`config.mk`:
```
export PLATFORM = sky130hd
export DESIGN_NAME = tcpwm_top
export DESIGN_NICKNAME = d
export VERILOG_FILES = /design/src/logic/tcpwm_pkg.sv /design/src/logic/tcpwm_ch_if.sv /design/src/logic/tcpwm_sync.sv /design/src/logic/tcpwm_chan.sv /design/src/logic/tcpwm_top.sv
export SDC_FILE = /design/constraint.sdc
export NUM_CORES = 1
export LEC_CHECK = 0
export BUFFER_PORTS_ARGS = -buffer_cell sky130_fd_sc_hd__buf_2
export CAP_MARGIN = 5
export CORE_ASPECT_RATIO = 0.6
export CORE_MARGIN = 10
export CORE_UTILIZATION = 37
export DETAILED_ROUTE_END_ITERATION = 10
export PLACE_DENSITY_LB_ADDON = 0.1
export SLEW_MARGIN = 20
export SYNTH_ARGS = -nofsm -noshare
export SYNTH_HDL_FRONTEND = slang
export SYNTH_SLANG_ARGS = --single-unit
```
`constraint.sdc`:
```
create_clock -name clk -period 3.29 [get_ports clk]
set_input_delay 0.329 -clock clk [delete_from_list [all_inputs] [get_ports clk]]
set_output_delay 0.329 -clock clk [all_outputs]
set_load 0.03 [all_outputs]
```
`src/logic/tcpwm_pkg.sv`:
```
// Purpose: Shared constants and types of the four-instance timer/counter/PWM unit.
// Assumes: 100 MHz system clock, APB register access with 32-bit data.
// Notes: Channel registers repeat every 32 bytes below the global block.
`default_nettype none
package tcpwm_pkg;
  // ****************************************
  // Sizes
  // ****************************************
  localparam int NCH = 4;
  localparam int CW = 16;
  localparam int DW = 8;
  localparam int EVW = 3;
  localparam int CTLW = 9;
  // ****************************************
  // Register offsets
  // ****************************************
  localparam logic [7:0] OFF_CTRL = 8'h00;
  localparam logic [7:0] OFF_PERIOD = 8'h04;
  localparam logic [7:0] OFF_CMP = 8'h08;
  localparam logic [7:0] OFF_DEAD = 8'h0C;
  localparam logic [7:0] OFF_COUNT = 8'h10;
  localparam logic [7:0] OFF_CAPT = 8'h14;
  localparam logic [7:0] OFF_STATUS = 8'h80;
  localparam logic [7:0] OFF_CLEAR = 8'h84;
  localparam logic [7:0] OFF_IRQEN = 8'h88;
  localparam logic [7:0] OFF_PRESC = 8'h8C;
  // ****************************************
  // Control fields and event bits
  // ****************************************
  localparam int CTRL_EN = 0;
  localparam int CTRL_MODE = 1;
  localparam int CTRL_CLK = 3;
  localparam int CTRL_CMP = 5;
  localparam int CTRL_TCALT = 8;
  localparam int CTRL_START = 9;
  localparam int EV_TC = 0;
  localparam int EV_CMP = 1;
  localparam int EV_CAP = 2;
  // ****************************************
  // Reset values
  // ****************************************
  localparam logic [CTLW-1:0] RST_CTRL = 9'h000;
  localparam logic [CW-1:0] RST_PERIOD = 16'hFFFF;
  localparam logic [CW-1:0] RST_CMP = 16'h8000;
  localparam logic [DW-1:0] RST_DEAD = 8'h00;
  localparam logic [DW-1:0] RST_PRESC = 8'h00;
  // ****************************************
  // Modes
  // ****************************************
  typedef enum logic [1:0] {mode_free, mode_oneshot, mode_gated} tcpwm_mode_e;
  typedef enum logic [1:0] {clk_sys, clk_presc, clk_ext} tcpwm_clk_e;
  typedef enum logic [2:0] {cmp_less, cmp_less_equal, cmp_equal, cmp_greater_equal, cmp_greater} tcpwm_cmp_e;
endpackage
`default_nettype wire

```
`src/logic/tcpwm_ch_if.sv`:
```
// Purpose: Bundle between the register block and one counting channel.
// Assumes: Every signal is on the system clock.
// Notes: Pulses last one system clock.
`timescale 1ns/10ps
`default_nettype none
interface tcpwm_ch_if;
  import tcpwm_pkg::*;
  logic en;
  tcpwm_mode_e mode;
  tcpwm_cmp_e cmp_sel;
  logic tc_alt;
  logic [CW-1:0] period;
  logic [CW-1:0] cmp_val;
  logic [DW-1:0] dead;
  logic tick;
  logic start;
  logic rst_ev;
  logic cap_ev;
  logic en_lvl;
  logic kill;
  logic [CW-1:0] count;
  logic [CW-1:0] capture;
  logic running;
  logic tc_ev;
  logic tc;
  logic cmp_ev;
  logic out_a;
  logic out_b;
  logic tc_pin;
  modport ctl(output en, mode, cmp_sel, tc_alt, period, cmp_val, dead, tick, start, rst_ev, cap_ev, en_lvl, kill,
    input count, capture, running, tc_ev, tc, cmp_ev, out_a, out_b, tc_pin);
  modport unit(input en, mode, cmp_sel, tc_alt, period, cmp_val, dead, tick, start, rst_ev, cap_ev, en_lvl, kill,
    output count, capture, running, tc_ev, tc, cmp_ev, out_a, out_b, tc_pin);
endinterface
`default_nettype wire

```
`src/logic/tcpwm_sync.sv`:
```
// Purpose: Two-stage synchroniser for pins and fabric inputs.
// Assumes: Inputs may change at any time relative to clk.
// Notes: Only the second stage is visible outside.
`timescale 1ns/10ps
`default_nettype none
module tcpwm_sync #(
  parameter int W = 1
) (
  input wire logic clk,
  input wire logic rstn,
  input wire logic [W-1:0] d,
  output logic [W-1:0] q
);
  logic [W-1:0] meta;

  always_ff @(posedge clk or negedge rstn) begin
    if (!rstn) begin
      meta <= '0;
      q <= '0;
    end else begin
      meta <= d;
      q <= meta;
    end
  end
endmodule
`default_nettype wire

```
`src/logic/tcpwm_chan.sv`:
```
// Purpose: One 16-bit down counter with compare, capture and deadband outputs.
// Assumes: Controls arrive already synchronised and decoded.
// Notes: Outputs are registered except the tc_ev and cmp_ev pulses.
`timescale 1ns/10ps
`default_nettype none
module tcpwm_chan
  import tcpwm_pkg::*;
(
  input wire logic clk,
  input wire logic rstn,
  tcpwm_ch_if.unit ch
);
  logic adv;
  logic at_zero;
  logic cmp_true;
  logic cmp_q;
  logic stable;
  logic next_a;
  logic next_b;
  logic next_tc;
  logic [DW-1:0] dcnt;

  assign at_zero = ch.count == 16'h0000;
  assign adv = ch.tick & ch.running & ch.en & ((ch.mode != mode_gated) | ch.en_lvl);
  assign ch.tc_ev = adv & at_zero;
  assign ch.cmp_ev = cmp_true & ~cmp_q;
  assign stable = cmp_true == cmp_q;
  // The deadband only opens once the compare level has stood still long enough.
  assign next_a = ~ch.kill & cmp_true & stable & (dcnt >= ch.dead);
  assign next_b = ~ch.kill & ~cmp_true & stable & (dcnt >= ch.dead);
  assign next_tc = adv ? at_zero : ch.tc;

  always_comb begin
    unique case (ch.cmp_sel)
      cmp_less: cmp_true = ch.count < ch.cmp_val;
      cmp_less_equal: cmp_true = ch.count <= ch.cmp_val;
      cmp_equal: cmp_true = ch.count == ch.cmp_val;
      cmp_greater_equal: cmp_true = ch.count >= ch.cmp_val;
      cmp_greater: cmp_true = ch.count > ch.cmp_val;
      default: cmp_true = 1'b0;
    endcase
  end

  always_ff @(posedge clk or negedge rstn) begin
    if (!rstn) begin
      ch.count <= RST_PERIOD;
      ch.running <= 1'b0;
    end else begin
      if (ch.start | ch.rst_ev) begin
        ch.count <= ch.period;
      end else if (adv) begin
        ch.count <= at_zero ? ch.period : ch.count - 16'h0001;
      end
      if (!ch.en) begin
        ch.running <= 1'b0;
      end else if (ch.start) begin
        ch.running <= 1'b1;
      end else if (ch.tc_ev && ch.mode == mode_oneshot) begin
        ch.running <= 1'b0;
      end
    end
  end

  always_ff @(posedge clk or negedge rstn) begin
    if (!rstn) begin
      ch.capture <= 16'h0000;
      cmp_q <= 1'b0;
      dcnt <= 8'h00;
    end else begin
      if (ch.cap_ev) begin
        ch.capture <= ch.count;
      end
      cmp_q <= cmp_true;
      dcnt <= !stable ? 8'h00 : (dcnt == 8'hFF ? dcnt : dcnt + 8'h01);
    end
  end

  always_ff @(posedge clk or negedge rstn) begin
    if (!rstn) begin
      ch.tc <= 1'b0;
      ch.out_a <= 1'b0;
      ch.out_b <= 1'b0;
      ch.tc_pin <= 1'b0;
    end else begin
      ch.tc <= next_tc;
      ch.out_a <= next_a;
      ch.out_b <= next_b;
      ch.tc_pin <= ch.tc_alt ? next_b : next_tc;
    end
  end
endmodule
`default_nettype wire

```
`src/logic/tcpwm_top.sv`:
```
// Purpose: Four timer/counter/PWM channels behind an APB register slave.
// Assumes: Fabric inputs are asynchronous and are synchronised here.
// Notes: APB answers with no wait state; unmapped accesses report pslverr.
`timescale 1ns/10ps
`default_nettype none
module tcpwm_top
  import tcpwm_pkg::*;
(
  input wire logic clk,
  input wire logic rstn,
  input wire logic psel,
  input wire logic penable,
  input wire logic pwrite,
  input wire logic [7:0] paddr,
  input wire logic [31:0] pwdata,
  output logic [31:0] prdata,
  output logic pready,
  output logic pslverr,
  input wire logic [NCH-1:0] cap_in,
  input wire logic [NCH-1:0] en_in,
  input wire logic [NCH-1:0] rst_in,
  input wire logic [NCH-1:0] kill_in,
  input wire logic ext_clk_in,
  output logic [NCH-1:0] cmp_out,
  output logic [NCH-1:0] tc_out,
  output logic irq
);
  // ****************************************
  // Input synchronisers and edges
  // ****************************************
  logic [4*NCH:0] sync_d;
  logic [4*NCH:0] sync_q;
  logic [4*NCH:0] sync_p;
  logic [4*NCH:0] sync_rise;
  logic [NCH-1:0] cap_s;
  logic [NCH-1:0] en_s;
  logic [NCH-1:0] kill_s;
  logic [NCH-1:0] cap_rise;
  logic [NCH-1:0] rst_rise;
  logic ext_rise;

  assign sync_d = {ext_clk_in, kill_in, rst_in, en_in, cap_in};

  // Every pin passes two stages before any edge logic sees it.
  tcpwm_sync #(
    .W(4*NCH+1)
  ) u_sync (
    .clk(clk),
    .rstn(rstn),
    .d(sync_d),
    .q(sync_q)
  );

  always_ff @(posedge clk or negedge rstn) begin
    if (!rstn) begin
      sync_p <= '0;
    end else begin
      sync_p <= sync_q;
    end
  end

  assign sync_rise = sync_q & ~sync_p;
  assign cap_s = sync_q[NCH-1:0];
  assign en_s = sync_q[2*NCH-1:NCH];
  assign kill_s = sync_q[4*NCH-1:3*NCH];
  assign cap_rise = sync_rise[NCH-1:0];
  assign rst_rise = sync_rise[3*NCH-1:2*NCH];
  assign ext_rise = sync_rise[4*NCH];

  // ****************************************
  // APB decode
  // ****************************************
  logic setup;
  logic wr;
  logic is_glob;
  logic aligned;
  logic [1:0] sel_ch;
  logic [7:0] loc;
  logic hit_ctrl;
  logic hit_period;
  logic hit_cmp;
  logic hit_dead;
  logic hit_count;
  logic hit_capt;
  logic hit_status;
  logic hit_clear;
  logic hit_irqen;
  logic hit_presc;
  logic mapped;

  assign setup = psel & ~penable;
  assign wr = psel & penable & pready & pwrite & mapped;
  assign is_glob = paddr[7];
  assign aligned = paddr[1:0] == 2'h0;
  assign sel_ch = paddr[6:5];
  assign loc = {3'h0, paddr[4:0]};
  assign hit_ctrl = aligned & ~is_glob & (loc == OFF_CTRL);
  assign hit_period = aligned & ~is_glob & (loc == OFF_PERIOD);
  assign hit_cmp = aligned & ~is_glob & (loc == OFF_CMP);
  assign hit_dead = aligned & ~is_glob & (loc == OFF_DEAD);
  assign hit_count = aligned & ~is_glob & (loc == OFF_COUNT);
  assign hit_capt = aligned & ~is_glob & (loc == OFF_CAPT);
  assign hit_status = paddr == OFF_STATUS;
  assign hit_clear = paddr == OFF_CLEAR;
  assign hit_irqen = paddr == OFF_IRQEN;
  assign hit_presc = paddr == OFF_PRESC;
  assign mapped = hit_ctrl | hit_period | hit_cmp | hit_dead | hit_count | hit_capt |
    hit_status | hit_clear | hit_irqen | hit_presc;

  // ****************************************
  // Register storage
  // ****************************************
  logic [CTLW-1:0] ctrl_r [NCH];
  logic [CW-1:0] period_r [NCH];
  logic [CW-1:0] cmp_r [NCH];
  logic [DW-1:0] dead_r [NCH];
  logic [NCH-1:0] start_r;
  logic [NCH*EVW-1:0] status;
  logic [NCH*EVW-1:0] irqen;
  logic [NCH*EVW-1:0] events;
  logic [NCH*EVW-1:0] clr_mask;
  logic [NCH*EVW-1:0] next_status;
  logic [DW-1:0] presc;
  logic [DW-1:0] pcnt;
  logic presc_tick;

  // A start pulse comes from setting the enable bit or writing start with enable.
  always_ff @(posedge clk or negedge rstn) begin
    if (!rstn) begin
      for (int i = 0; i < NCH; i++) begin
        ctrl_r[i] <= RST_CTRL;
        period_r[i] <= RST_PERIOD;
        cmp_r[i] <= RST_CMP;
        dead_r[i] <= RST_DEAD;
      end
      start_r <= '0;
    end else begin
      for (int i = 0; i < NCH; i++) begin
        start_r[i] <= wr & hit_ctrl & (sel_ch == 2'(i)) & pwdata[CTRL_EN] &
          (pwdata[CTRL_START] | ~ctrl_r[i][CTRL_EN]);
        if (wr && sel_ch == 2'(i)) begin
          if (hit_ctrl) ctrl_r[i] <= pwdata[CTLW-1:0];
          if (hit_period) period_r[i] <= pwdata[CW-1:0];
          if (hit_cmp) cmp_r[i] <= pwdata[CW-1:0];
          if (hit_dead) dead_r[i] <= pwdata[DW-1:0];
        end
      end
    end
  end

  // ****************************************
  // Prescaler shared by all channels
  // ****************************************
  assign presc_tick = pcnt == 8'h00;

  always_ff @(posedge clk or negedge rstn) begin
    if (!rstn) begin
      presc <= RST_PRESC;
      pcnt <= RST_PRESC;
    end else begin
      if (wr && hit_presc) presc <= pwdata[DW-1:0];
      pcnt <= presc_tick ? presc : pcnt - 8'h01;
    end
  end

  // ****************************************
  // Channels
  // ****************************************
  tcpwm_ch_if chif [NCH] ();
  logic [CW-1:0] cnt_w [NCH];
  logic [CW-1:0] capt_w [NCH];

  for (genvar gi = 0; gi < NCH; gi++) begin : g_ch
    tcpwm_clk_e csel;
    assign csel = tcpwm_clk_e'(ctrl_r[gi][CTRL_CLK +: 2]);
    assign chif[gi].en = ctrl_r[gi][CTRL_EN];
    assign chif[gi].mode = tcpwm_mode_e'(ctrl_r[gi][CTRL_MODE +: 2]);
    assign chif[gi].cmp_sel = tcpwm_cmp_e'(ctrl_r[gi][CTRL_CMP +: 3]);
    assign chif[gi].tc_alt = ctrl_r[gi][CTRL_TCALT];
    assign chif[gi].period = period_r[gi];
    assign chif[gi].cmp_val = cmp_r[gi];
    assign chif[gi].dead = dead_r[gi];
    assign chif[gi].tick = (csel == clk_sys) | ((csel == clk_presc) & presc_tick) |
      ((csel == clk_ext) & ext_rise);
    assign chif[gi].start = start_r[gi];
    assign chif[gi].rst_ev = rst_rise[gi];
    assign chif[gi].cap_ev = cap_rise[gi];
    assign chif[gi].en_lvl = en_s[gi];
    assign chif[gi].kill = kill_s[gi];
    assign cnt_w[gi] = chif[gi].count;
    assign capt_w[gi] = chif[gi].capture;
    assign events[gi*EVW+EV_TC] = chif[gi].tc_ev;
    assign events[gi*EVW+EV_CMP] = chif[gi].cmp_ev;
    assign events[gi*EVW+EV_CAP] = chif[gi].cap_ev;
    assign cmp_out[gi] = chif[gi].out_a;
    assign tc_out[gi] = chif[gi].tc_pin;
    tcpwm_chan u_chan (
      .clk(clk),
      .rstn(rstn),
      .ch(chif[gi])
    );
  end

  // ****************************************
  // Interrupts
  // ****************************************
  assign clr_mask = (wr & hit_clear) ? pwdata[NCH*EVW-1:0] : '0;
  // A new event in the clearing cycle survives the clear.
  assign next_status = (status & ~clr_mask) | events;

  always_ff @(posedge clk or negedge rstn) begin
    if (!rstn) begin
      status <= '0;
      irqen <= '0;
      irq <= 1'b0;
    end else begin
      status <= next_status;
      if (wr && hit_irqen) irqen <= pwdata[NCH*EVW-1:0];
      irq <= |(status & irqen);
    end
  end

  // ****************************************
  // Read path
  // ****************************************
  logic [31:0] next_rdata;

  always_comb begin
    next_rdata = 32'h0000_0000;
    if (hit_ctrl) next_rdata[CTLW-1:0] = ctrl_r[sel_ch];
    if (hit_period) next_rdata[CW-1:0] = period_r[sel_ch];
    if (hit_cmp) next_rdata[CW-1:0] = cmp_r[sel_ch];
    if (hit_dead) next_rdata[DW-1:0] = dead_r[sel_ch];
    if (hit_count) next_rdata[CW-1:0] = cnt_w[sel_ch];
    if (hit_capt) next_rdata[CW-1:0] = capt_w[sel_ch];
    if (hit_status) next_rdata[NCH*EVW-1:0] = status;
    if (hit_irqen) next_rdata[NCH*EVW-1:0] = irqen;
    if (hit_presc) next_rdata[DW-1:0] = presc;
  end

  // Data and error are fixed in the setup cycle, so no wait state is needed.
  always_ff @(posedge clk or negedge rstn) begin
    if (!rstn) begin
      prdata <= 32'h0000_0000;
      pslverr <= 1'b0;
      pready <= 1'b0;
    end else begin
      pready <= 1'b1;
      if (setup) begin
        prdata <= pwrite ? 32'h0000_0000 : next_rdata;
        pslverr <= ~mapped;
      end
    end
  end
endmodule
`default_nettype wire

```
Word-level counts from Yosys, hierarchy flattened:

Index checks and enable logic that the tools add are counted.

* word-level logic and storage cells: 408
* bits in registers: 506
* output and inout bits: 43
* bits of input ports: 62

* bitwise operators: 133
* magnitude comparators: 21
* add/subtract/negate cells: 9
* equality and inequality tests: 64
* multiplexer cells: 74
* reductions and logical operators: 47

Operators by type and width (number)
* $mux 16: 25
* $bmux 16 s2: 4
* $mux 8: 13
* $and 1x1->1: 78
* $eq 16x16->1: 4
* $eq 8x8->1 const B: 8
* $ge 16x16->1: 4
* $gt 16x16->1: 4
* $le 16x16->1: 4
* $logic_not 16->1: 4
* $lt 16x16->1: 4
* $sub 16x1->16 const B: 4
* $mux 12: 3
* $add 8x1->8 const B: 4
* $ge 8x8->1: 4
* $reduce_and 2->1: 16
* $or 1x1->1: 29
* $mux 9: 3
* $and 12x12->12: 2
* $eq 3x2->1 const B: 8
* $mux 1: 20
* $pmux 1 s5: 4
* $not 1->1: 19
* $bmux 9 s2: 1
* other kinds (24): 79

Longest topological paths before layout:

Gate-level depths: netlist (run 1).

* depth after elaboration: 18
* mapped depth: 13
* gate-level depth less buffers: 13

Hierarchy:

From an unflattened synthesis (run 1), not the netlist that was laid out.

* cells, all modules: 2323
* area total of the unflattened synthesis: 26289.0 um2

By module, submodules not included
* tcpwm_top: seq. area each 6791.5 um2, cells each 995, instances 1, area an instance 13581.8 um2
* tcpwm_chan (g_ch[1].u_chan ...): seq. area each 1171.1 um2, cells each 323, instances 3, area an instance 2947.8 um2
* tcpwm_chan (g_ch[0].u_chan): seq. area each 1171.1 um2, cells each 325, instances 1, area an instance 3012.9 um2
* tcpwm_sync: seq. area each 850.8 um2, cells each 34, instances 1, area an instance 850.8 um2

Worst setup path after synthesis (run 1):

OpenSTA, ideal clock, no wires.

* path kind: register to register
* start: register g_ch[2].u_chan.ch.count[1]
* end: register g_ch[2].u_chan.ch.out_a
* clock period less this slack: 3119 ps
* setup time: 84 ps
* arrival: 3035 ps
* setup slack: 171 ps
* buffers on the path: 0
* stages on the path, launching flop included: 13
* required time: 3206 ps
* path through: dfstp_2 ha_1 nor2b_1 o211ai_1 a2111oi_0 nor4b_1 mux2i_1 nand2_1 ha_1 inv_1 or4_1 a21oi_1 a21boi_0

* word-level cells in the longest chain between the ends: 5
* elaborated cells between the ends (all ways): 10
* those cells by class: order compare: 4; eq/ne: 2; mux: 1; bitwise: 3

RTL lines
* start, declared: RTL line tcpwm_ch_if.sv:33 `output count, capture, running, tc_ev, tc, cmp_ev, out_a, out_b, tc_pin);`
* start signal, assigned: RTL line tcpwm_chan.sv:50 `ch.count <= ch.period;`
* start signal, assigned: RTL line tcpwm_chan.sv:52 `ch.count <= at_zero ? ch.period : ch.count - 16'h0001;`
* $gt 16x16->1 (tied with other cells): RTL line tcpwm_chan.sv:39 `cmp_greater: cmp_true = ch.count > ch.cmp_val;`
* $pmux 1 s5 (*): RTL line tcpwm_chan.sv:34 `unique case (ch.cmp_sel)`
* net g_ch[2].u_chan.cmp_true: RTL line tcpwm_chan.sv:15 `logic cmp_true;`
* $and 1x1->1 / $eq 1x1->1 (equally long branches): RTL line tcpwm_chan.sv:29, tcpwm_chan.sv:27
* $and 1x1->1 (*) (2 in series): RTL line tcpwm_chan.sv:29 `assign next_a = ~ch.kill & cmp_true & stable & (dcnt >= ch.dead);`
* net g_ch[2].u_chan.next_a: RTL line tcpwm_chan.sv:18 `logic next_a;`
* end signal, assigned: RTL line tcpwm_chan.sv:86 `ch.out_a <= next_a;`
* end, declared: RTL line tcpwm_ch_if.sv:33

The timed path passes the listed nets; every way through them passes the cells marked *.
A chain may end at the register's enable or synchronous reset.

Worst setup path in the final report (run 1):

Same ends and word-level chain as after synthesis.

==> results of run 1 <==
==> final cells by class <==
cell class	count	area [µm²]	share of cell area (%)
diodes	4	10.0	0.0336
clock buffers	86	1600	5.37
clock inverters	11	149	0.500
inverters	148	556	1.86
multi-input cells	1501	12200	40.9
flip-flops and latches	482	12200	41.0
well taps	912	1140	3.83
repair buffers	262	1940	6.50
==> cell families after synthesis <==
group	count (synthesis)	synth area share, %
simple gates	524	10.3
compound gates	505	12.5
flops	482	48.1
mux	332	18.3
buf+inv	289	4.88
fa+ha+maj	113	5.56
xor+xnor	10	0.345
other cells	2	0.0296
==> how the worst min path moves through the flow <==
stage / slack [ns] / to / cells past startpoint / startpoint
2_1_floorplan: 0.03 / chif[0].cmp_sel[0] / 0 / rstn
3_3_place_gp: 0.24 / pcnt[3] / 1 / rstn
3_5_place_dp: 0.24 / pcnt[1] / 1 / rstn
4_1_cts: 0.1 / chif[0].cmp_val[15] / 3 / pwdata[15]
5_1_grt: 0.13 / chif[0].cmp_val[15] / 3 / pwdata[15]
6_report: 0.13 / chif[0].cmp_val[15] / 3 / pwdata[15]
==> critical path: stages, from the launching register on <==
cell,delay (ns)
sky130_fd_sc_hd__dfstp_2,0.56
sky130_fd_sc_hd__ha_4,0.21
sky130_fd_sc_hd__nor2b_4,0.12
sky130_fd_sc_hd__o211ai_1,0.29
sky130_fd_sc_hd__a2111oi_4,0.13
sky130_fd_sc_hd__nor4b_4,0.27
sky130_fd_sc_hd__buf_4,0.17
sky130_fd_sc_hd__mux2i_4,0.23
sky130_fd_sc_hd__nand2_2,0.10
sky130_fd_sc_hd__ha_4,0.28
sky130_fd_sc_hd__inv_2,0.04
sky130_fd_sc_hd__or4_4,0.51
sky130_fd_sc_hd__a21oi_4,0.13
sky130_fd_sc_hd__a21boi_2,0.17
==> registers in the layout (all words and copies together), names as in the netlist, 8 cells and up <==
name,cells
chif.cmp_val,64
chif.period,64
g_ch.u_chan.ch.capture,64
g_ch.u_chan.ch.count,64
chif.dead,32
g_ch.u_chan.dcnt,32
u_sync.meta,17
u_sync.q,17
prdata,16
chif.cmp_sel,12
irqen,12
status,12
sync_p,9
chif.mode,8
ctrl_r,8
pcnt,8
presc,8
==> per-layer routing <==
metal  up-vias  part of all wire (%)  track usage [%]
li1       8626                     -                -
met1     10100                    50             37.3
met2       787                    36             27.9
met3        84                    13             10.3
met4         0                   1.4             3.84
met5         -                     0                0
==> metrics by stage <==
| stage | worst slack (ns) | cell area, µm² | total power (W) | cells | hold WS, ns |
|---|---|---|---|---|---|
| 3_3_place_gp | -0.0447 | 27700 | 0.0128 | 3283 | 0.237 |
| 5_1_grt | -0.0449 | 29800 | 0.0204 | 3402 | 0.128 |
| 4_1_cts | 0.00300 | 29600 | 0.0192 | 3399 | 0.0952 |
| 3_5_place_dp | -0.0635 | 27700 | 0.0129 | 3283 | 0.237 |
| 6_report | 0.0344 | 29800 | 0.0194 | 3406 | 0.132 |
| 2_1_floorplan | 0.171 | 25500 | 0.0106 | 2272 | 0.0334 |
==> power by group through the flow <==
stage | sequential [W] | combinational [W] | clock [W]
final | 0.00757 | 0.00573 | 0.00613
after global routing | 0.00767 | 0.00623 | 0.00651
after CTS | 0.00755 | 0.00537 | 0.00626
after detailed placement | 0.00764 | 0.00530 | 0
after global placement | 0.00762 | 0.00522 | 0
after floorplan | 0.00763 | 0.00295 | 0
==> layout by cell type, fill, tap and decap left out, types with 27 or more instances in the layout <==
cell,n
sky130_fd_sc_hd__a21oi_1,119
sky130_fd_sc_hd__a22oi_1,42
sky130_fd_sc_hd__and3_1,27
sky130_fd_sc_hd__buf_2,69
sky130_fd_sc_hd__buf_4,166
sky130_fd_sc_hd__clkbuf_16,52
sky130_fd_sc_hd__dfrtp_1,350
sky130_fd_sc_hd__dfstp_2,132
sky130_fd_sc_hd__ha_1,111
sky130_fd_sc_hd__inv_1,147
sky130_fd_sc_hd__mux2_2,240
sky130_fd_sc_hd__mux4_2,80
sky130_fd_sc_hd__nand2_1,170
sky130_fd_sc_hd__nand3_1,44
sky130_fd_sc_hd__nor2_1,117
sky130_fd_sc_hd__nor3_1,37
sky130_fd_sc_hd__o21ai_0,148
==> what timing repair did <==
item / CTS / global route
hold endpoints to repair: 105 / 0
resized for setup: 5 / 27
endpoints found under the setup margin: 3 / 9
setup buffers: 0 / 3
gates cloned: 0 / 0
hold buffers: 19 / 0
pin swaps: 1 / 12
==> implementation parameters, run 1 <==
Parameter                              Value

Outcome
  Status ... complete, no violations

Global routing
  Number of global-route vias before repair ... 19.0k
  Remaining global-route overflow ... 0
  Global-route wire length before repair ... 137000 µm
  Largest net degree at the start of global routing ... 108
  Initial antenna violation count ... 11
  Total routing resource utilization after global routing ... 23.4%

Pwr
  Switching fraction of total power ... 33.8%
  Share of total power in the clock network ... 31.6%
  IR Drop Worst-Case VDD ... 0.436 mV
  Comb power frac ... 29.5%
  P per Cell Area ... 652 nW/µm²
  Leak ... 13.3 nW
  Seq pwr share ... 39.0%
  Internal Power ... 0.0129 W
  Reported net switching power ... 0.00656 W

CTS
  Clock tree from TritonCTS ... built
  Register clock-pin slew on the reported worst setup and hold paths ... 0.06 ns
  Number of buffers created by CTS ... 52
  Clock tree root driver cell ... sky130_fd_sc_hd__clkbuf_16
  Number of buffers on the longest clock path ... 3
  H-tree depth reported by CTS ... 2
  Worst-skew pair later-pin latency ... 0.62 ns
  Num Clock Sinks ... 482

Place
  Count of buffers from port buffering ... 72
  Routability-driven placement congestion ratio ... 0.895
  Detailed Place HPWL ... 70500 µm

Logic synthesis
  Number of synthesized flops with an enable pin ... 0
  Mapped Area ... 25400 µm²
  Number of instances in the synthesized netlist ... 2257
  Ranking of synthesized cells by area ... sky130_fd_sc_hd__dfrtp_1, sky130_fd_sc_hd__dfstp_2, sky130_fd_sc_hd__mux2_2
  Most instantiated cells after synthesis ... sky130_fd_sc_hd__dfrtp_1, sky130_fd_sc_hd__mux2_2, sky130_fd_sc_hd__nand2_1
  Number of distinct library cells after synthesis ... 87
  Most used flip-flop cell after synthesis ... sky130_fd_sc_hd__dfrtp_1
  Most frequent cell after synthesis ... sky130_fd_sc_hd__dfrtp_1
  Post-Synthesis Mean Instance Area ... 11.3 µm²
  Leading area contributor after synthesis ... sky130_fd_sc_hd__dfrtp_1
  Fraction of registers with async set/reset ... 100%
  Count of yosys warnings during synthesis ... 0
  Fraction of the yosys area taken by sequential cells ... 48.1%
  Synth top area share ... 34.5%
  Seq cells post-synth ... 482

Drt
  Iteration count of the initial detailed-routing pass ... 6
  Detailed Route WL ... 94700 µm
  DRT iter0 DRCs ... 1989
  Final routed wire length divided by cell count ... 27.8 µm
  Routed vias/inst ... 5.74
  Via count of the routed design ... 19.6k
  Number of nets still failing antenna checks after routing ... 0
  Count of unresolved DRC violations after routing ... 0

Timing
  Number of hold violations in the final report ... 0
  Post-route setup TNS ... 0 ns
  Setup Skew ... 0.0233 ns
  Min Tclk post-route ... 3.26 ns
  Count of endpoints failing setup in the final report ... 0
  Worst slew pin tran ... 0.817 ns
  Share of the cycle needed by the critical path after routing ... 99.0%
  Setup repair after global routing missed its margin ... yes
  Highest clock rate ... 307 MHz
  Number of max-slew violations in the final report ... 0
  Worst relative slew slack ... 45.5%

Worst setup path
  Required time at the endpoint of the critical path ... 3.83 ns
  Startpoint kind of the worst setup timing path ... flip-flop
  Logic depth of the worst register-to-register path ... 13
  Register-to-register setup slack ... 0.03 ns
  CP Max Fanout ... 2
  Critical path start-end classification ... reg2reg
  End point of the critical path ... g_ch[2].u_chan.ch.out_a
  Arrival time at the worst endpoint ... 3.80 ns
  Endpoint of the worst-slack reg-to-reg timing path ... g_ch[2].u_chan.ch.out_a
  CP endpoint kind ... flip-flop
  Worst setup path startpoint ... g_ch[2].u_chan.ch.count[1]
  Critical R2R Launch ... g_ch[2].u_chan.ch.count[1]

Floorplan
  Floorplan die area ... 79900 µm²
  Number of ports placed on the die boundary ... 105
  Core ar. ... 68100 µm²
  Row count ... 74
  Initial standard-cell utilization of the core ... 37.3%
  Vert. Die Dim ... 223 µm
  Horiz. Die Dim ... 358 µm

Run
  Max cap viols ... 0

Final layout
  Util after Layout ... 43.8%
  Area growth from synthesis to final layout ... 17.3%
  Final net count ... 2622
  Filler cells ... 6447
  Share of post-route cells with drive strength above 1 ... 33.0%

Worst hold path
  Hold/Removal Path Class ... in2reg
Note: power is estimated with default switching activity, not from simulation.
==> run 2, diff against run 1 <==
Settings changed: ABC_AREA set to 1, CAP_MARGIN 5 to 25.
==> implementation parameters, run 2 <==
Parameter                              Value

Worst setup path
  Required time at the endpoint of the critical path ... 3.83 ns (about the same)
  CP bufs+invs ... 3 (was 2)
  CP Max Fanout ... 4 (was 2)
  Logic depth of the worst register-to-register path ... 14 (was 13)
  Critical R2R Launch ... chif[3].cmp_val[15] (was g_ch[2].u_chan.ch.count[1])
  Worst setup path startpoint ... chif[3].cmp_val[15] (was g_ch[2].u_chan.ch.count[1])
  Levels on crit path ... 14 (was 13)
  Cell-by-cell listing of the critical path ... inv_1, ha_1, a21oi_1, o21ai_0, a21oi_1, nand3_1, nand2_1, nand2_1, nand2_1, inv_1, ha_1, inv_1, or2_2, nor3_1 (was ha_4, nor2b_4, o211ai_1, a2111oi_4, nor4b_4, buf_4, mux2i_4, nand2_2, ha_4, inv_2, or4_4, a21oi_4, a21boi_2)
  Arrival time at the worst endpoint ... 3.57 ns (was 3.80 ns)
  Slowest cell on the critical path ... sky130_fd_sc_hd__dfstp_2 (unchanged)
  Register-to-register setup slack ... 0.26 ns (was 0.03 ns)
  Startpoint kind of the worst setup timing path ... flip-flop (unchanged)
  Endpoint of the worst-slack reg-to-reg timing path ... g_ch[3].u_chan.ch.out_a (was g_ch[2].u_chan.ch.out_a)
  End point of the critical path ... g_ch[3].u_chan.ch.out_a (was g_ch[2].u_chan.ch.out_a)
  CP endpoint kind ... flip-flop (unchanged)
  Crit-path max cell delay ... 0.55 ns (was 0.56 ns)
  Critical path start-end classification ... reg2reg (unchanged)
  Kind of cell adding the most delay to the critical path ... simple AND/OR/NAND/NOR gates (unchanged)

Worst hold path
  Hold/Removal Path Class ... in2reg (unchanged)

Final layout
  Cell Count, Final, Fillers Out ... 4280 (was 3406)
  Filler cells ... 6925 (was 6447)
  Top library cells by usage in the layout, fill and taps aside ... sky130_fd_sc_hd__nand2_1, sky130_fd_sc_hd__o21ai_0, sky130_fd_sc_hd__inv_1 (was sky130_fd_sc_hd__dfrtp_1, sky130_fd_sc_hd__mux2_2, sky130_fd_sc_hd__nand2_1)
  Final net count ... 3498 (was 2622)
  Share of post-route cells with drive strength above 1 ... 12.7% (was 33.0%)
  Util after Layout ... 43.0% (was 43.8%)
  Commonest non-fill, non-tap cell in the layout ... sky130_fd_sc_hd__nand2_1 (was sky130_fd_sc_hd__dfrtp_1)
  Area growth from synthesis to final layout ... 14.9% (was 17.3%)

Timing
  Worst relative slew slack ... 19.6% (was 45.5%)
  Share of the cycle needed by the critical path after routing ... 92.2% (was 99.0%)
  Setup Skew ... 0.0209 ns (was 0.0233 ns)
  Count of endpoints failing setup in the final report ... 0 (unchanged)
  Number of hold violations in the final report ... 0 (unchanged)
  Post-route setup TNS ... 0 ns (unchanged)
  Worst-case setup margin in the final layout ... 0.257 ns (was 0.0344 ns)
  Highest clock rate ... 330 MHz (was 307 MHz)
  Min Tclk post-route ... 3.03 ns (was 3.26 ns)
  Worst slew pin tran ... 1.20 ns (was 0.817 ns)
  Setup repair after global routing missed its margin ... no (was yes)
  Number of max-slew violations in the final report ... 0 (unchanged)

Drt
  Routed vias/inst ... 5.39 (was 5.74)
  Iteration count of the initial detailed-routing pass ... 6 (unchanged)
  Via count of the routed design ... 23.1k (was 19.6k)
  Detailed Route WL ... 102000 µm (was 94700 µm)
  DRT iter0 DRCs ... 3108 (was 1989)
  Number of nets still failing antenna checks after routing ... 0 (unchanged)
  Final routed wire length divided by cell count ... 23.7 µm (was 27.8 µm)
  Count of unresolved DRC violations after routing ... 0 (unchanged)

Global routing
  Global routing usage on met2 ... 29.7% (was 27.9%)
  Global Route met3 Usage ... 9.36% (was 10.3%)
  Global-route wire length before repair ... 149000 µm (was 137000 µm)
  Global routing usage on met1 ... 39.6% (was 37.3%)
  Number of global-route vias before repair ... 21.6k (was 19.0k)
  Most congested layer reported by global routing ... met1 (unchanged)
  Total routing resource utilization after global routing ... 24.7% (was 23.4%)
  Initial antenna violation count ... 7 (was 11)
  Remaining global-route overflow ... 0 (unchanged)
  Largest net degree at the start of global routing ... 87 (was 108)

CTS
  Num Clock Sinks ... 482 (unchanged)
  Buffers inserted by post-CTS timing repair ... 0 (unchanged)
  Clock tree from TritonCTS ... built (unchanged)
  Clock tree root driver cell ... sky130_fd_sc_hd__clkbuf_16 (unchanged)
  Number of buffers on the longest clock path ... 3 (unchanged)
  Number of buffers created by CTS ... 50 (was 52)
  Worst-skew pair later-pin latency ... 0.63 ns (was 0.62 ns)
  Register clock-pin slew on the reported worst setup and hold paths ... 0.07 ns (was 0.06 ns)
  H-tree depth reported by CTS ... 2 (unchanged)

Pwr
  Leak ... 13.4 nW (was 13.3 nW)
  Overall power consumption ... 0.0185 W (was 0.0194 W)
  IR Drop Worst-Case VDD ... 0.434 mV (was 0.436 mV)
  P per Cell Area ... 631 nW/µm² (was 652 nW/µm²)

Run
  Max cap viols ... 0 (unchanged)

Place
  Count of buffers from port buffering ... 72 (unchanged)
  Routability-driven placement congestion ratio ... 0.957 (was 0.895)
  Detailed Place HPWL ... 77100 µm (was 70500 µm)
  Post-placement cell count ... 4156 (was 3283)
  Worst setup timing slack at the placement stage ... 0.242 ns (was -0.0635 ns)

Logic synthesis
  Most used flip-flop cell after synthesis ... sky130_fd_sc_hd__dfrtp_1 (unchanged)
  Ranking of synthesized cells by area ... sky130_fd_sc_hd__dfrtp_1, sky130_fd_sc_hd__dfstp_2, sky130_fd_sc_hd__nand2_1 (was sky130_fd_sc_hd__dfrtp_1, sky130_fd_sc_hd__dfstp_2, sky130_fd_sc_hd__mux2_2)
  Fraction of the yosys area taken by sequential cells ... 47.9% (was 48.1%)
  Seq cells post-synth ... 482 (unchanged)
  Post-Synthesis Mean Instance Area ... 7.98 µm² (was 11.3 µm²)
  Number of distinct library cells after synthesis ... 47 (was 87)
  Count of yosys warnings during synthesis ... 0 (unchanged)
  Fraction of registers with async set/reset ... 100% (unchanged)
  Number of synthesized flops with an enable pin ... 0 (unchanged)
  Leading area contributor after synthesis ... sky130_fd_sc_hd__dfrtp_1 (unchanged)
  Most instantiated cells after synthesis ... sky130_fd_sc_hd__nand2_1, sky130_fd_sc_hd__o21ai_0, sky130_fd_sc_hd__inv_1 (was sky130_fd_sc_hd__dfrtp_1, sky130_fd_sc_hd__mux2_2, sky130_fd_sc_hd__nand2_1)
  Most frequent cell after synthesis ... sky130_fd_sc_hd__nand2_1 (was sky130_fd_sc_hd__dfrtp_1)
  Number of instances in the synthesized netlist ... 3200 (was 2257)
  Mapped Area ... 25500 µm² (was 25400 µm²)
  Synth top area share ... 34.3% (was 34.5%)

Outcome
  Status ... complete, no violations (unchanged)

Floorplan
  Row count ... 74 (unchanged)
  Number of ports placed on the die boundary ... 105 (unchanged)
  Vert. Die Dim ... 223 µm (about the same)
  Core ar. ... 68100 µm² (about the same)
  Horiz. Die Dim ... 359 µm (was 358 µm)
  Floorplan die area ... 80300 µm² (was 79900 µm²)
  Initial standard-cell utilization of the core ... 37.5% (was 37.3%)
==> run 2: changes by cell type after synthesis, sizes merged, moves of 53 or more <==
cell / delta
nand2: +694
o21ai: +282
mux2: -240
inv: +217
nor2: +112
mux4: -81
nand3: +70
o22ai: +53
==> run 2: per-layer routing <==
layer / routed length, µm / share of wire [%]
met1: 50900 / 50
met2: 35800 / 35
met3: 13100 / 13
met4: 1610 / 1.6
met5: 36 / 0.035
==> run 2: how the worst min path moves through the flow <==
| stage | slack, ns | startpoint | endpoint | cells past startpoint |
|---|---|---|---|---|
| after detailed placement | 0.32 | rstn | chif[1].cmp_val[14] | 1 |
| after global routing | 0.05 | pwdata[8] | status[8] | 4 |
| final | 0.03 | pwdata[10] | status[10] | 3 |
| after floorplan | 0.03 | rstn | chif[0].cmp_sel[0] | 0 |
| after CTS | 0.01 | pwdata[10] | status[10] | 3 |
| after global placement | 0.33 | rstn | chif[1].cmp_val[14] | 1 |
==> run 2: power by group <==
| group | switching, W | leakage [nW] | internal, W |
|---|---|---|---|
| Sequential | 0.000637 | 6.00 | 0.00682 |
| Combinational | 0.00339 | 6.58 | 0.00172 |
| Clock | 0.00262 | 0.835 | 0.00334 |
==> run 2: tightest hold or removal path: cells and delay by family <==
| family | cells | cell delay (ns) |
|---|---|---|
| AOI/OAI and AO/OA | 1 | 0.10 |
| and+or+nand+nor | 1 | 0.09 |
| buffers and inverters | 1 | 0.12 |
==> run 2: logic make-up (layout without fill, tap and decap cells) <==
group | after synthesis | in the layout | share of synthesized area, %
AO/OA/AOI/OAI | 741 | 741 | 16.4
XOR/XNOR | 36 | 36 | 1.24
adder cells (fa/ha/maj) | 113 | 113 | 5.54
buffers and inverters | 514 | 663 | 8.11
flip-flops | 482 | 482 | 47.9
other | 2 | 21 | 0.0294
AND/OR/NAND/NOR | 1312 | 1312 | 20.8
==> run 2: final cells by class <==
cell class                      count  area, µm²  area share (%)
Inverter                          367       1380            4.70
Clock buffer                       76       1550            5.29
Sequential cell                   482      12200            41.7
Clock inverter                     17        126           0.431
Multi-Input combinational cell   2219      11300            38.6
Timing Repair Buffer              203       1580            5.39
Tap cell                          912       1140            3.89
Antenna cell                        4       10.0          0.0341
==> run 2: repair_timing <==
action	CTS	global route
hold buffers	26	0
gates resized for setup	0	0
hold endpoints to repair	47	0
==> run 2: stage by stage <==
step	instance area, µm²	hold WS (ns)
after floorplan	25600	0.0334
after global placement	27300	0.325
after detailed placement	27400	0.322
after CTS	29300	0.0114
after global routing	29300	0.0473
final	29300	0.0329
